<file path="src/design/osc_pkg.sv">
// Purpose: constants and types for the operand size control block
// Assumes: one microcycle clock, one microinstruction per valid cycle
// Notes: register offsets are byte addresses on the register bus
`default_nettype none
package osc_pkg;
  // ************************************************************
  // microinstruction kinds
  // ************************************************************
  typedef enum logic [2:0] {
    UI_BASIC, UI_MOVE, UI_EXTENDED, UI_MEMREQ,
    UI_DECODE, UI_MISC, UI_JUMP, UI_POP
  } osc_uinst_t;

  // ************************************************************
  // discrete register addresses and control fields
  // ************************************************************
  localparam logic [6:0] DISCRETE_BASE = 7'h7C;
  localparam logic [7:0] ADDR_SPECIFIER = 8'h7C;
  localparam logic [7:0] ADDR_SIZE_LOAD = 8'h7D;
  localparam logic [7:0] ADDR_SIZE_SWAP = 8'h7E;
  localparam int CW_FIELD_LO = 5;
  localparam logic [1:0] SEL_PREFETCH = 2'h1;
  localparam logic [3:0] DIAG_FUNC2 = 4'h4;

  // ************************************************************
  // size codes and derived controls
  // ************************************************************
  localparam logic [1:0] SZ_BYTE = 2'h0;
  localparam logic [1:0] SZ_WORD = 2'h1;
  localparam logic [1:0] SZ_UNUSED = 2'h2;
  localparam logic [1:0] SZ_LONG = 2'h3;
  localparam logic [1:0] CC_LONG_HOLD = 2'h0;
  localparam logic [1:0] CC_LONG_SET = 2'h1;
  localparam logic [1:0] CC_USE_SIZE = 2'h2;
  localparam logic [1:0] CC_COPY = 2'h3;
  localparam logic [1:0] MT_USE_SIZE = 2'h2;
  localparam logic [1:0] MCTL_BYTE = 2'h0;
  localparam logic [1:0] MCTL_WORD = 2'h1;
  localparam logic [1:0] MCTL_LONG = 2'h2;
  localparam logic [1:0] MCTL_HOLD = 2'h3;
  localparam logic [1:0] FLG_BYTE = 2'h0;
  localparam logic [1:0] FLG_WORD = 2'h1;
  localparam logic [1:0] FLG_LONG = 2'h2;
  localparam logic [1:0] FLG_HOLD = 2'h3;
  localparam int OPB_MSIZE_LO = 6;

  // ************************************************************
  // register map
  // ************************************************************
  localparam logic [7:0] REG_CTRL = 8'h00;
  localparam logic [7:0] REG_STATUS = 8'h04;
  localparam int CTRL_COMPAT = 0;
  localparam int ST_SIZE_LO = 8;
  localparam int ST_MSIZE_LO = 10;
  localparam int ST_XFER_LO = 12;
  localparam logic [1:0] RESP_OKAY = 2'h0;
  localparam logic [1:0] RESP_SLVERR = 2'h2;
  localparam logic [7:0] RST_SPEC = 8'h00;
  localparam logic [1:0] RST_SIZE = 2'h0;
  localparam logic [31:0] RST_WORD = 32'h0000_0000;
endpackage
`default_nettype wire

</file>
<file path="src/design/osc_core.sv">
// Purpose: operand specifier register and operand size control
// Assumes: control inputs come from logic on aclk, no synchronisers
// Notes: compatibility mode is set by software over AXI4-Lite
//
// Chosen here: the AXI4-Lite slave port and the register offsets.
`default_nettype none

// Functional notes
// - transfer write to address 7C loads specifier from result bits 7:0
// - specifier read puts it on bits 7:0, bit 7 copied into 31:8
// - dispatch loads specifier from prefetch byte per the input select
// - auxiliary op with function two of 4 drives specifier 3:0 on irq lines
// - dispatch loads size from first-operand code only in class decode phase
// - size codes 00 byte, 01 word, 11 longword; 10 unused
// - transfer write to 7D or 7E reloads size from result bits 1:0
// - address 7E reads current size onto operand bits 1:0 while loading
// - memory size never loads from result; reads on bits 7:6 with 7E
// - condition field 00 or 01 gives longword for ALU, transfer, extended
// - condition field 10 or 11 takes size register contents
// - compatibility mode turns any longword into word
// - memory request field 00, 01, 11 direct; 10 takes size register
// - transfer size code is presented on the memory controller bus
// - memory request sets load control 00, 01, 10 for byte, word, long
// - outside memory requests load control is 11, memory size holds
// - stored memory size steers read sign extension and width later
// - transfer size picks local store write width and flag set
// - byte enable for 00, plus word for 01, plus long for 11
// - flag load control 00, 01, 10 by size, 11 holds flags
module osc_core
  import osc_pkg::*;
(
  // clock and reset
  input wire logic aclk,
  input wire logic aresetn,
  // microinstruction
  input wire logic uinst_valid,
  input wire osc_pkg::osc_uinst_t uinst_kind,
  input wire logic [31:0] control_word,
  input wire logic [7:0] dest_addr,
  input wire logic dp_write,
  input wire logic dp_read,
  input wire logic [3:0] misc_func2,
  // dispatch sources
  input wire logic [1:0] specifier_input_select,
  input wire logic [7:0] prefetch_buffer,
  input wire logic class_decode_phase,
  input wire logic [1:0] first_operand_size_code,
  // result and operand buses
  input wire logic [31:0] result_bus,
  output logic [31:0] operand_bus,
  // size controls
  output logic [1:0] memory_ctrl_bus,
  output logic [1:0] memory_size_load_ctl,
  output logic [1:0] memory_size_reg,
  output logic ls_en_byte,
  output logic ls_en_word,
  output logic ls_en_long,
  output logic flag_load_ctl_hi,
  output logic flag_load_ctl_lo,
  output logic [3:0] diag_irq,
  // axi4-lite slave
  input wire logic [7:0] s_axi_awaddr,
  input wire logic s_axi_awvalid,
  output logic s_axi_awready,
  input wire logic [31:0] s_axi_wdata,
  input wire logic [3:0] s_axi_wstrb,
  input wire logic s_axi_wvalid,
  output logic s_axi_wready,
  output logic [1:0] s_axi_bresp,
  output logic s_axi_bvalid,
  input wire logic s_axi_bready,
  input wire logic [7:0] s_axi_araddr,
  input wire logic s_axi_arvalid,
  output logic s_axi_arready,
  output logic [31:0] s_axi_rdata,
  output logic [1:0] s_axi_rresp,
  output logic s_axi_rvalid,
  input wire logic s_axi_rready
);

  // ************************************************************
  // state
  // ************************************************************
  typedef struct packed {
    logic [7:0] spec;
    logic [1:0] size;
    logic [1:0] msize;
    logic [31:0] opbus;
    logic compat;
    logic bvalid;
    logic [1:0] bresp;
    logic rvalid;
    logic [1:0] rresp;
    logic [31:0] rdata;
  } osc_state_t;

  osc_state_t st_r;
  osc_state_t st_nxt;

  logic [1:0] cw_field;
  logic is_xfer;
  logic is_alu_group;
  logic is_memreq;
  logic discrete;
  logic [1:0] raw_size;
  logic [1:0] xfer_size;
  logic wr_go;
  logic rd_go;

  // ************************************************************
  // decode and transfer size
  // ************************************************************
  assign cw_field = control_word[CW_FIELD_LO +: 2];
  assign is_xfer = uinst_valid &&
                   (uinst_kind == UI_BASIC || uinst_kind == UI_MOVE);
  assign is_alu_group = is_xfer ||
                        (uinst_valid && uinst_kind == UI_EXTENDED);
  assign is_memreq = uinst_valid && uinst_kind == UI_MEMREQ;
  assign discrete = dest_addr[6:0] >= DISCRETE_BASE;

  always_comb begin
    raw_size = SZ_BYTE;
    if (is_alu_group) begin
      if (cw_field == CC_LONG_HOLD || cw_field == CC_LONG_SET) begin
        raw_size = SZ_LONG;
      end else begin
        raw_size = st_r.size;
      end
    end else if (is_memreq) begin
      if (cw_field == MT_USE_SIZE) begin
        raw_size = st_r.size;
      end else begin
        raw_size = cw_field;
      end
    end
  end

  // longword folds to word in compatibility mode
  assign xfer_size = (st_r.compat && raw_size == SZ_LONG) ?
                     SZ_WORD : raw_size;
  assign memory_ctrl_bus = xfer_size;

  // ************************************************************
  // local store enables and flag controls
  // ************************************************************
  always_comb begin
    ls_en_byte = 1'b0;
    ls_en_word = 1'b0;
    ls_en_long = 1'b0;
    if (is_xfer && dp_write && !discrete) begin
      ls_en_byte = 1'b1;
      ls_en_word = xfer_size == SZ_WORD || xfer_size == SZ_LONG;
      ls_en_long = xfer_size == SZ_LONG;
    end
  end

  always_comb begin
    logic [1:0] flg;
    flg = FLG_HOLD;
    if (is_alu_group && cw_field == CC_LONG_SET) begin
      flg = st_r.compat ? FLG_WORD : FLG_LONG;
    end else if (is_alu_group && cw_field == CC_USE_SIZE) begin
      case (xfer_size)
        SZ_BYTE: flg = FLG_BYTE;
        SZ_WORD: flg = FLG_WORD;
        SZ_LONG: flg = FLG_LONG;
        default: flg = FLG_HOLD;
      endcase
    end
    flag_load_ctl_hi = flg[1];
    flag_load_ctl_lo = flg[0];
  end

  // ************************************************************
  // memory size load control
  // ************************************************************
  always_comb begin
    memory_size_load_ctl = MCTL_HOLD;
    if (is_memreq) begin
      case (xfer_size)
        SZ_BYTE: memory_size_load_ctl = MCTL_BYTE;
        SZ_WORD: memory_size_load_ctl = MCTL_WORD;
        SZ_LONG: memory_size_load_ctl = MCTL_LONG;
        default: memory_size_load_ctl = MCTL_HOLD;
      endcase
    end
  end

  assign diag_irq = (uinst_valid && uinst_kind == UI_MISC &&
                     misc_func2 == DIAG_FUNC2) ? st_r.spec[3:0] : 4'h0;

  // ************************************************************
  // bus handshakes
  // ************************************************************
  assign wr_go = s_axi_awvalid && s_axi_wvalid && !st_r.bvalid;
  assign rd_go = s_axi_arvalid && !st_r.rvalid;
  assign s_axi_awready = wr_go;
  assign s_axi_wready = wr_go;
  assign s_axi_arready = rd_go;

  // ************************************************************
  // next state
  // ************************************************************
  always_comb begin
    st_nxt = st_r;
    // specifier register
    if (uinst_valid && uinst_kind == UI_DECODE &&
        specifier_input_select == SEL_PREFETCH) begin
      st_nxt.spec = prefetch_buffer;
    end else if (is_xfer && dp_write && dest_addr == ADDR_SPECIFIER) begin
      st_nxt.spec = result_bus[7:0];
    end
    // size register
    if (uinst_valid && uinst_kind == UI_DECODE && class_decode_phase) begin
      st_nxt.size = first_operand_size_code;
    end else if (is_xfer && dp_write && (dest_addr == ADDR_SIZE_LOAD ||
                 dest_addr == ADDR_SIZE_SWAP)) begin
      st_nxt.size = result_bus[1:0];
    end
    // memory size register, never from the result bus
    case (memory_size_load_ctl)
      MCTL_BYTE: st_nxt.msize = SZ_BYTE;
      MCTL_WORD: st_nxt.msize = SZ_WORD;
      MCTL_LONG: st_nxt.msize = SZ_LONG;
      default: st_nxt.msize = st_r.msize;
    endcase
    // operand bus, old contents shown on a swap
    if (is_xfer && dp_read && dest_addr == ADDR_SPECIFIER) begin
      st_nxt.opbus = {{24{st_r.spec[7]}}, st_r.spec};
    end else if (is_xfer && dp_read && dest_addr == ADDR_SIZE_SWAP) begin
      st_nxt.opbus = RST_WORD;
      st_nxt.opbus[1:0] = st_r.size;
      st_nxt.opbus[OPB_MSIZE_LO +: 2] = st_r.msize;
    end else begin
      st_nxt.opbus = RST_WORD;
    end
    // register writes
    if (st_r.bvalid && s_axi_bready) begin
      st_nxt.bvalid = 1'b0;
    end
    if (wr_go) begin
      st_nxt.bvalid = 1'b1;
      st_nxt.bresp = RESP_OKAY;
      if (s_axi_awaddr == REG_CTRL) begin
        if (s_axi_wstrb[0]) begin
          st_nxt.compat = s_axi_wdata[CTRL_COMPAT];
        end
      end else if (s_axi_awaddr != REG_STATUS) begin
        st_nxt.bresp = RESP_SLVERR;
      end
    end
    // register reads
    if (st_r.rvalid && s_axi_rready) begin
      st_nxt.rvalid = 1'b0;
    end
    if (rd_go) begin
      st_nxt.rvalid = 1'b1;
      st_nxt.rresp = RESP_OKAY;
      st_nxt.rdata = RST_WORD;
      if (s_axi_araddr == REG_CTRL) begin
        st_nxt.rdata[CTRL_COMPAT] = st_r.compat;
      end else if (s_axi_araddr == REG_STATUS) begin
        st_nxt.rdata[7:0] = st_r.spec;
        st_nxt.rdata[ST_SIZE_LO +: 2] = st_r.size;
        st_nxt.rdata[ST_MSIZE_LO +: 2] = st_r.msize;
        st_nxt.rdata[ST_XFER_LO +: 2] = xfer_size;
      end else begin
        st_nxt.rresp = RESP_SLVERR;
      end
    end
  end

  always_ff @(posedge aclk) begin
    if (!aresetn) begin
      st_r <= '{spec: RST_SPEC, size: RST_SIZE, msize: RST_SIZE,
                opbus: RST_WORD, compat: 1'b0, bvalid: 1'b0,
                bresp: RESP_OKAY, rvalid: 1'b0, rresp: RESP_OKAY,
                rdata: RST_WORD};
    end else begin
      st_r <= st_nxt;
    end
  end

  // ************************************************************
  // outputs
  // ************************************************************
  assign operand_bus = st_r.opbus;
  assign memory_size_reg = st_r.msize;
  assign s_axi_bvalid = st_r.bvalid;
  assign s_axi_bresp = st_r.bresp;
  assign s_axi_rvalid = st_r.rvalid;
  assign s_axi_rresp = st_r.rresp;
  assign s_axi_rdata = st_r.rdata;
endmodule
`default_nettype wire

</file>
<file path="config.mk">
export PLATFORM = sky130hd
export DESIGN_NAME = osc_core
export DESIGN_NICKNAME = d
export VERILOG_FILES = /design/src/design/osc_pkg.sv /design/src/design/osc_core.sv
export SDC_FILE = /design/constraint.sdc
export NUM_CORES = 1
export LEC_CHECK = 0
export BUFFER_PORTS_ARGS = -buffer_cell sky130_fd_sc_hd__buf_4
export CORE_AREA = 2 2 93 95
export DETAILED_ROUTE_END_ITERATION = 8
export DIE_AREA = 0 0 95 97
export GPL_TIMING_DRIVEN = 0
export PLACE_DENSITY = 0.69
export RECOVER_POWER = 50
export SLEW_MARGIN = 20
export SYNTH_ARGS = -nofsm -noshare
export SYNTH_HDL_FRONTEND = slang
export SYNTH_SLANG_ARGS = --single-unit
</file>
<file path="constraint.sdc">
create_clock -name aclk -period 2.42 [get_ports aclk]
set_input_delay 0.363 -clock aclk [delete_from_list [all_inputs] [get_ports aclk]]
set_output_delay 0.363 -clock aclk [all_outputs]
set_load 0.1 [all_outputs]
</file>
==> results_dict.tcl, run 1 <==
set metrics [dict create \
    final.setup_skew_ns 0.0114 \
    final_cell_mix "sky130_fd_sc_hd__buf_4 (182), sky130_fd_sc_hd__dfxtp_1 (38), sky130_fd_sc_hd__clkbuf_1 (32)" \
    final-instance-count-excl-fill 546 \
    antenna_fix_cells 0 \
    clock_path_buffers 2 \
    drt-met1-wl_mm 2.83 \
    synth_enable_flop_cells 0 \
    drt_drc_violations_left 0 \
    seq_area_frac_synth_pct 34.0 \
    finalNetCount 595 \
    area.growth.synth_to_final_pct 61.6 \
    drt_wl_total_mm 7.13 \
    powerDensity_nw_per_um2 449 \
    grt_antenna_before_repair 0 \
    grt-ovfl-total 0 \
    final_max_slew_viol_count 0 \
    clock_tree_from_tritoncts "yes" \
    grt_first_pass_wirelength_mm 11.0 \
    yosysTopAreaCellShare_pct 34.0 \
    route.met3.wl_um 646 \
    yosys_most_used_dff "sky130_fd_sc_hd__dfxtp_1" \
    critical_path.cell_chain "inv_4 > a221oi_4 > a21oi_2 > a21o_4 > clkinvlp_4 > ha_4 > nor3b_4 > o21ai_4 > buf_12" \
    violations "setup timing" \
    cts.htree.levels 2 \
    period_minus_slack_ns 2.43 \
    relSlewSlack_pct 4.42 \
    post-route-period-util_pct 101 \
    post_drt_via_cell_ratio 4.34 \
    run_status "finished with violations" \
    hold_violations 0 \
    layout.area.seq_um2 808 \
    required_ns 2.06 \
    netlist-cell-type-count 41 \
    place.gp.congestion 0.794 \
    route.vias.total 2371 \
    mostFrequentLayoutCell "sky130_fd_sc_hd__buf_4" \
    dp_hpwl_mm 5.64 \
    grt_start_max_net_pins 25 \
    synthesis.area_um2 2360 \
    setup_slack_ns -0.0128 \
    critical_path_class "register to primary output" \
    slowest_delay_ns 0.39 \
    post_synth_inst_count 266 \
    fin_tns_setup_ns -0.0128 \
    top_signal_layer_used "met4" \
    first_global_vias 2338 \
    rsz0062_at_grt "yes" \
    ys_seq_elements 40 \
    layout_cells_sized_above_1_pct 51.0 \
    critical_path.slowest_cell "sky130_fd_sc_hd__dfxtp_4" \
    number_of_flip_flops_under_the_largest_register_name 14 \
    io_buffer_count 133 \
    clk-insertion-delay-late_ns 0.30 \
    post_synthesis_cell_type_with_the_largest_combined_area "sky130_fd_sc_hd__dfxtp_1" \
    initial_core_util_pct 29.0 \
    synth.top_cells.by_area "sky130_fd_sc_hd__dfxtp_1 (34%), sky130_fd_sc_hd__buf_4 (23%), sky130_fd_sc_hd__mux2i_1 (4.7%)" \
    peak_ir_drop_on_the_vdd_network_uv 238 \
    std_cell_rows 33 \
    dpl.cell_count 523 \
    die_w_um 95 \
    filler_cell_count 796 \
    multiInputGateArea_um2 1150 \
    drtIter0Drc 69 \
    cts-buffers-inserted 5 \
    met2_wirelength_mm 3.56 \
    timing.critical_path.from_type "register" \
    critical_path_arrival_ns 2.07 \
    gr-usage-all-layers_pct 15.2 \
    setup_viol 1 \
    die_span_y_um 97 \
    asyncSetResetFlopFracSynth_pct 0 \
    top_level_ports 242 \
    p_total_mw 1.71 \
    floorplan.die_area_um2 9220 \
    numClockSinks 40 \
    clkTransAtPathRegs_ns 0.09 \
    wl_per_cell_um 13.0 \
    synth.yosys.warnings 0 \
    p_leak_nw 1.79 \
    critPathCaptureType "primary output" \
    number_of_max_capacitance_violations_reported 0 \
    clock_tree.root_cell "sky130_fd_sc_hd__clkbuf_8" \
    timing_worst_slew_pin_value_ns 1.42 \
    area_of_the_placeable_core_um2 8130 \
    worstPathMaxFanout 3 \
    detail-route-antenna-nets 0 \
    critical_path_buf_inv_count 3 \
    detailedRoute.firstPassIterationCount 4 \
    fmax_ghz 0.411 \
    syn_avg_cell_area_um2 8.87 \
    hold_path_class "input port to register" \
    cp_top_family "compound AO/OA/AOI/OAI gates" \
]
## final cells by class
class / instances / area share [%]
clock buffers: 5 / 1.81
multi-input cells: 162 / 30.1
repair buffers: 148 / 26.7
well taps: 105 / 3.45
plain buffers: 77 / 14.6
flip-flops and latches: 40 / 21.2
clock inverters: 3 / 1.25
inverters: 6 / 0.854
## synthesized netlist by cell type (all sizes together), types with 4 or more instances
cell,instances
nor2,8
a22oi,13
o21ai,15
mux2i,11
a21oi,15
nor2b,15
nor4,4
nor3,4
inv,6
buf,74
nand2,9
and2,13
dfxtp,40
## logic make-up (layout without fill, tap and decap cells)
logic type	after synthesis	count (layout)	share of synthesized area, %
flip-flops	40	40	34.0
AND/OR/NAND/NOR	70	70	19.4
multiplexers	12	12	5.15
AO/OA/AOI/OAI	58	58	15.8
other	1	20	0.159
adder cells (fa/ha/maj)	1	1	0.530
XOR/XNOR	1	1	0.371
buffers and inverters	83	239	24.7
## power breakdown
group | leakage [nW] | switching (mW) | internal [mW]
clock network | 0.0583 | 0.251 | 0.311
registers | 0.325 | 0.00784 | 0.664
logic | 1.41 | 0.325 | 0.153
total | 1.79 | 0.583 | 1.13
## metal layers
metal | global-route usage [%] | up-vias
met5 | 0 | -
met4 | 4.12 | 0
met3 | 4.36 | 10
met2 | 28.0 | 114
met1 | 16.5 | 1062
li1 | - | 1185
## metrics by stage
step                      cell area (µm²)  hold slack (ns)  util (%)  worst slack (ns)
final                                3810            0.302      46.9           -0.0128
after global placement               3650            0.447      44.9            -0.155
after CTS                            3950            0.290      48.5           0.00728
after floorplan                      2520            0.435         -            -0.764
after global routing                 3810            0.298      46.9           -0.0688
after detailed placement             3650            0.459      44.9            -0.172
## worst reg2reg max path, delay by kind of cell (launching register included)
family / cells / cell delay, ns
flip-flops: 1 / 0.39
AO/OA/AOI/OAI: 4 / 0.70
buffers and inverters: 10 / 1.13
## worst paths after layout
check,from,end,slack (ns),depth (start not counted)
max,st_r[74],flag_load_ctl_lo,-0.01,9
min,s_axi_arvalid,s_axi_rvalid,0.30,2
min reg2reg,s_axi_rdata[13],s_axi_rdata[13],0.47,2
max reg2reg,st_r[74],s_axi_rdata[13],0.12,14
## timing repair
item | CTS | global route
setup buffers | 15 | 1
pin swaps | 5 | 6
gates resized for setup | 17 | 4
setup endpoints to repair | 4 | 3
hold buffers | 0 | 0
No activity file was read; power rests on OpenSTA's default activity.
==> run 2, diff against run 1 <==
RECOVER_POWER = 25   (was 50)
==> run 2 against run 1 <==
Effect of this change: the flow now finishes without violations; cell area increased by 1.7%; global-route usage is the same; worst hold slack about the same; final cell count unchanged; register-to-register slack better by 0.02 ns; critical path type unchanged.
==> results_dict.tcl, run 2 (synthesis gave the netlist of run 1 again) <==
set metrics [dict create \
    drtIter0Drc 73 \
    die_span_y_um 97 \
    io_buffer_count 133 \
    layout_cells_sized_above_1_pct 53.1 \
    layout.core_utilization_pct 47.7 \
    die_w_um 95 \
    post_cts_hold_buffer_count 0 \
    relSlewSlack_pct 20.8 \
    dp_hpwl_mm 5.64 \
    drt_drc_violations_left 0 \
    powerDensity_nw_per_um2 443 \
    run_status "complete, no violations" \
    worstPathMaxFanout 3 \
    number_of_max_capacitance_violations_reported 0 \
    drt_wl_total_mm 7.15 \
    grt_first_pass_wirelength_mm 11.0 \
    clkTransAtPathRegs_ns 0.09 \
    critPathCaptureType "primary output" \
    final-instance-count-excl-fill 546 \
    top_level_ports 242 \
    clock_path_buffers 2 \
    final_max_slew_viol_count 0 \
    grt_antenna_before_repair 0 \
    dpl.cell_count 523 \
    clock_tree_from_tritoncts "yes" \
    number_of_flip_flops_under_the_largest_register_name 14 \
    final.setup_skew_ns 0.0115 \
    hold_path_class "input port to register" \
    detailedRoute.firstPassIterationCount 4 \
    std_cell_rows 33 \
    initial_core_util_pct 29.0 \
    first_global_vias 2338 \
    place.gp.congestion 0.794 \
    route.vias.total 2365 \
    fmax_ghz 0.413 \
    grt-ovfl-total 0 \
    grt_start_max_net_pins 25 \
    numClockSinks 40 \
    timing.critical_path.from_type "register" \
    antenna_fix_cells 0 \
    area_of_the_placeable_core_um2 8130 \
    area.growth.synth_to_final_pct 64.4 \
    timing_worst_slew_pin_value_ns 1.19 \
    mostFrequentLayoutCell "sky130_fd_sc_hd__buf_4" \
    hold_path_startpoint "s_axi_arvalid" \
    fin_hold_ws_ns 0.302 \
    worst_setup_path_startpoint "st_r[74]" \
    required_ns 2.06 \
    setup_viol 0 \
    floorplan.die_area_um2 9220 \
    reg2reg_from "st_r[74]" \
    clock_tree.root_cell "sky130_fd_sc_hd__clkbuf_8" \
    p_leak_nw 1.84 \
    cts-buffers-inserted 5 \
    critical_path_arrival_ns 2.06 \
    hold_violations 0 \
    wl_per_cell_um 13.1 \
    critical_path_class "register to primary output" \
    period_minus_slack_ns 2.42 \
    post_drt_via_cell_ratio 4.33 \
    cts.htree.levels 2 \
    finalNetCount 595 \
    final_cell_mix "sky130_fd_sc_hd__buf_4 (194), sky130_fd_sc_hd__dfxtp_1 (38), sky130_fd_sc_hd__clkbuf_1 (26)" \
    peak_ir_drop_on_the_vdd_network_uv 239 \
    clk-insertion-delay-late_ns 0.30 \
    rsz0062_at_grt "yes" \
    gr-usage-all-layers_pct 15.2 \
    detail-route-antenna-nets 0 \
    post-route-period-util_pct 100 \
]
[run 2: cell types whose count changed in the layout (fill, tap and decap cells not counted), sizes merged]
cell and change:
buf +12, clkbuf -12
[run 2: worst paths after layout]
path              slack, ns               end  depth (start not counted)
setup / recovery     0.0004  flag_load_ctl_lo                          9
hold / removal         0.30      s_axi_rvalid                          2
setup reg to reg       0.14   s_axi_rdata[13]                         14
hold reg to reg        0.47   s_axi_rdata[13]                          2
[run 2: timing repair]
| action | CTS | global route |
|---|---|---|
| setup buffers | 15 | 1 |
| endpoints found under the setup margin | 4 | 3 |
| pin swaps | 5 | 6 |
| gates resized for setup | 17 | 4 |
[run 2: stage by stage]
stage	area (µm²)	TNS [ns]	total power, mW	setup slack (ns)
global route	3880	-0.0823	1.79	-0.0688
floorplan	2520	-2.83	1.01	-0.764
finish	3880	0	1.72	0.000390
CTS	3950	0	1.73	0.00728
global placement	3650	-0.302	1.14	-0.155
detailed placement	3650	-0.328	1.15	-0.172
[run 2: area by class of cell]
cell class	count	area, µm²
fill	781	4260
multi-input combinational	162	1180
timing repair buffer	148	1050
sequential	40	808
buffer	77	558
tap	105	131
clock buffer	5	68.8
clock inverter	3	47.5
inverter	6	32.5
[run 2: critical path, cell delays in order (launching register included)]
cell and delay [ns]:
sky130_fd_sc_hd__dfxtp_4 0.39, sky130_fd_sc_hd__inv_4 0.04, sky130_fd_sc_hd__a221oi_4 0.28, sky130_fd_sc_hd__a21oi_2 0.07, sky130_fd_sc_hd__a21o_4 0.21, sky130_fd_sc_hd__clkinvlp_4 0.08, sky130_fd_sc_hd__ha_4 0.21, sky130_fd_sc_hd__nor3b_4 0.21
sky130_fd_sc_hd__o21ai_4 0.08, sky130_fd_sc_hd__buf_12 0.17
[run 2: where the power goes]
| part | switching [mW] | internal (mW) |
|---|---|---|
| logic | 0.327 | 0.157 |
| registers | 0.00774 | 0.664 |
| clock network | 0.251 | 0.311 |
| total | 0.585 | 1.13 |
[run 2: metal layers]
metal | track usage (%) | wire, µm
met3 | 4.36 | 608
met4 | 4.12 | 89
met1 | 16.5 | 2880
met2 | 28.0 | 3570
met5 | 0 | 0
==> run 3, diff against run 2 <==
CTS_BUF_LIST = sky130_fd_sc_hd__clkbuf_4   (was not set)
==> run 3 against run 2 <==
Effect of this change: the flow now finishes with violations (setup timing); clock power shrank 20%; sequential share of layout area is essentially flat; via count grew 0.34%; total power shrank 6.1%; clock-buffer cell count is the same; critical endpoint unchanged; sequential cell count is the same; sequential power is essentially flat; highest routed layer unchanged; routed wire length grew 0.83%; first-iteration DRC count shrank 32%; fmax shrank 2.8%; global-route usage shrank 0.064 points.
==> results_dict.tcl, run 3 (synthesis gave the netlist of run 1 again) <==
set metrics [dict create \
    clkTransAtPathRegs_ns 0.13 \
    rsz0062_at_grt "yes" \
    layout.core_utilization_pct 47.6 \
    area.growth.synth_to_final_pct 64.1 \
    detailedRoute.firstPassIterationCount 4 \
    drt-met1-wl_mm 2.84 \
    route.vias.total 2373 \
    io_buffer_count 133 \
    clk-insertion-delay-late_ns 0.34 \
    final_cell_mix "sky130_fd_sc_hd__buf_4 (191), sky130_fd_sc_hd__dfxtp_1 (38), sky130_fd_sc_hd__clkbuf_1 (21)" \
    gr-usage-all-layers_pct 15.1 \
    clock_path_buffers 2 \
    layout_cells_sized_above_1_pct 53.4 \
    critical_path.cell_chain "inv_4 > a221oi_4 > a21oi_2 > a21o_4 > clkinvlp_4 > ha_4 > nor3b_4 > o21ai_4 > buf_12" \
    slowest_delay_ns 0.40 \
    detail-route-antenna-nets 0 \
    power_frac_clock_pct 28.0 \
    clock_tree.root_cell "sky130_fd_sc_hd__clkbuf_4" \
    antenna_fix_cells 0 \
    grt_antenna_before_repair 0 \
    drt_drc_violations_left 0 \
    finalNetCount 596 \
    violations "setup timing" \
    number_of_max_capacitance_violations_reported 0 \
    cell_internal_pwr_mw 1.05 \
    grt_first_pass_wirelength_mm 11.0 \
    r2r.worst_path.cells 15 \
    min_path_cells 2 \
    setup_viol 1 \
    filler_cell_count 789 \
    number_of_flip_flops_under_the_largest_register_name 14 \
    post_drt_via_cell_ratio 4.34 \
    met2_wirelength_mm 3.66 \
    final.setup_skew_ns 0.0145 \
    reg2reg_from "st_r[74]" \
    clock_tree_from_tritoncts "yes" \
    cts-buffers-inserted 5 \
    std_cell_rows 33 \
    post-route-period-util_pct 103 \
    final_max_slew_viol_count 0 \
    numClockSinks 40 \
    critical_path_class "register to primary output" \
    fin_hold_ws_ns 0.255 \
    relSlewSlack_pct 20.8 \
    fin_tns_setup_ns -0.0682 \
    die_span_y_um 97 \
    first_global_vias 2368 \
    critical_path.slowest_cell "sky130_fd_sc_hd__dfxtp_4" \
    drt_wl_total_mm 7.21 \
    cts.htree.levels 2 \
    hold_violations 0 \
    worstPathMaxFanout 3 \
    floorplan.die_area_um2 9220 \
    initial_core_util_pct 29.0 \
    powerDensity_nw_per_um2 417 \
    die_w_um 95 \
    grt_start_max_net_pins 25 \
    setup_slack_ns -0.0682 \
    power.share.combinational_pct 30.3 \
    post_cts_hold_buffer_count 0 \
    fmax_ghz 0.402 \
    place.gp.congestion 0.794 \
    rrSetupSlack_ns 0.09 \
    hold-path-endpoint "s_axi_rvalid" \
    area_of_the_placeable_core_um2 8130 \
    grt-ovfl-total 0 \
    seq_power_share_pct 41.7 \
    design_area_um2 3870 \
    top_level_ports 242 \
    route.met3.wl_um 645 \
    required_ns 2.06 \
    hold_path_startpoint "s_axi_arvalid" \
    mostFrequentLayoutCell "sky130_fd_sc_hd__buf_4" \
    top_signal_layer_used "met4" \
    sw_frac_of_total_pct 35.0 \
    run_status "finished with violations" \
    dp_hpwl_mm 5.64 \
    critPathCaptureType "primary output" \
    peak_ir_drop_on_the_vdd_network_uv 277 \
    drtIter0Drc 50 \
    timing.critical_path.from_type "register" \
    timing_worst_slew_pin_value_ns 1.19 \
    hold_path_class "input port to register" \
    p_sw_mw 0.565 \
    p_leak_nw 1.85 \
    placed_area_um2 3650 \
    timing.rr.end "s_axi_rdata[13]" \
    critical_path_arrival_ns 2.13 \
    period_minus_slack_ns 2.49 \
    wl_per_cell_um 13.2 \
]
## run 3: cell types whose count changed in the layout (fill, tap and decap cells not counted), sizes merged
cell    before  now
buf        198  204
clkbuf      32   27
## run 3: final cells by class
cell class              instances  area, µm²  share of cell area [%]
flip-flops and latches         40        808                    20.9
repair buffers                149       1110                    28.6
multi-input cells             162       1150                    29.6
inverters                       6       32.5                   0.841
clock inverters                 3       47.5                    1.23
plain buffers                  77        559                    14.5
well taps                     105        131                    3.39
clock buffers                   5       37.5                   0.970
## run 3: critical path: cells and delay by family, from the launching register on
| kind | cells | cell delay [ns] |
|---|---|---|
| buf+inv | 3 | 0.29 |
| simple gates | 1 | 0.21 |
| compound gates | 4 | 0.65 |
| fa+ha+maj | 1 | 0.21 |
| flops | 1 | 0.40 |
## run 3: worst max path at each step
stage	from	slack, ns	cells past startpoint	to
2_1_floorplan	uinst_kind[2]	-0.76	8	flag_load_ctl_lo
3_3_place_gp	uinst_kind[2]	-0.16	10	flag_load_ctl_lo
3_5_place_dp	uinst_kind[2]	-0.17	10	flag_load_ctl_lo
4_1_cts	st_r[74]	-0.06	9	flag_load_ctl_lo
5_1_grt	st_r[74]	-0.16	9	flag_load_ctl_lo
6_report	st_r[74]	-0.07	9	flag_load_ctl_lo
## run 3: power groups by stage
stage | clock network (mW) | logic [mW] | registers (mW)
final | 0.451 | 0.488 | 0.672
after global routing | 0.503 | 0.510 | 0.674
after floorplan | 0 | 0.311 | 0.703
after CTS | 0.468 | 0.488 | 0.673
after detailed placement | 0 | 0.461 | 0.689
after global placement | 0 | 0.454 | 0.689
## run 3: routing by layer
layer | GRT usage [%] | vias up
met4 | 3.34 | 0
met1 | 16.4 | 1070
met2 | 28.2 | 111
met5 | 0 | -
li1 | - | 1186
met3 | 4.60 | 6
## run 3: per-stage QoR
| stage | cells | power [mW] | setup WS (ns) |
|---|---|---|---|
| floorplan | 285 | 1.01 | -0.764 |
| global placement | 523 | 1.14 | -0.155 |
| detailed placement | 523 | 1.15 | -0.172 |
| CTS | 547 | 1.63 | -0.0623 |
| global route | 547 | 1.69 | -0.163 |
| finish | 547 | 1.61 | -0.0682 |
## run 3: timing repair
action,in CTS,in global routing
setup endpoints to repair,4,4
pin swaps,5,6
gates resized for setup,16,11
setup buffers,16,1
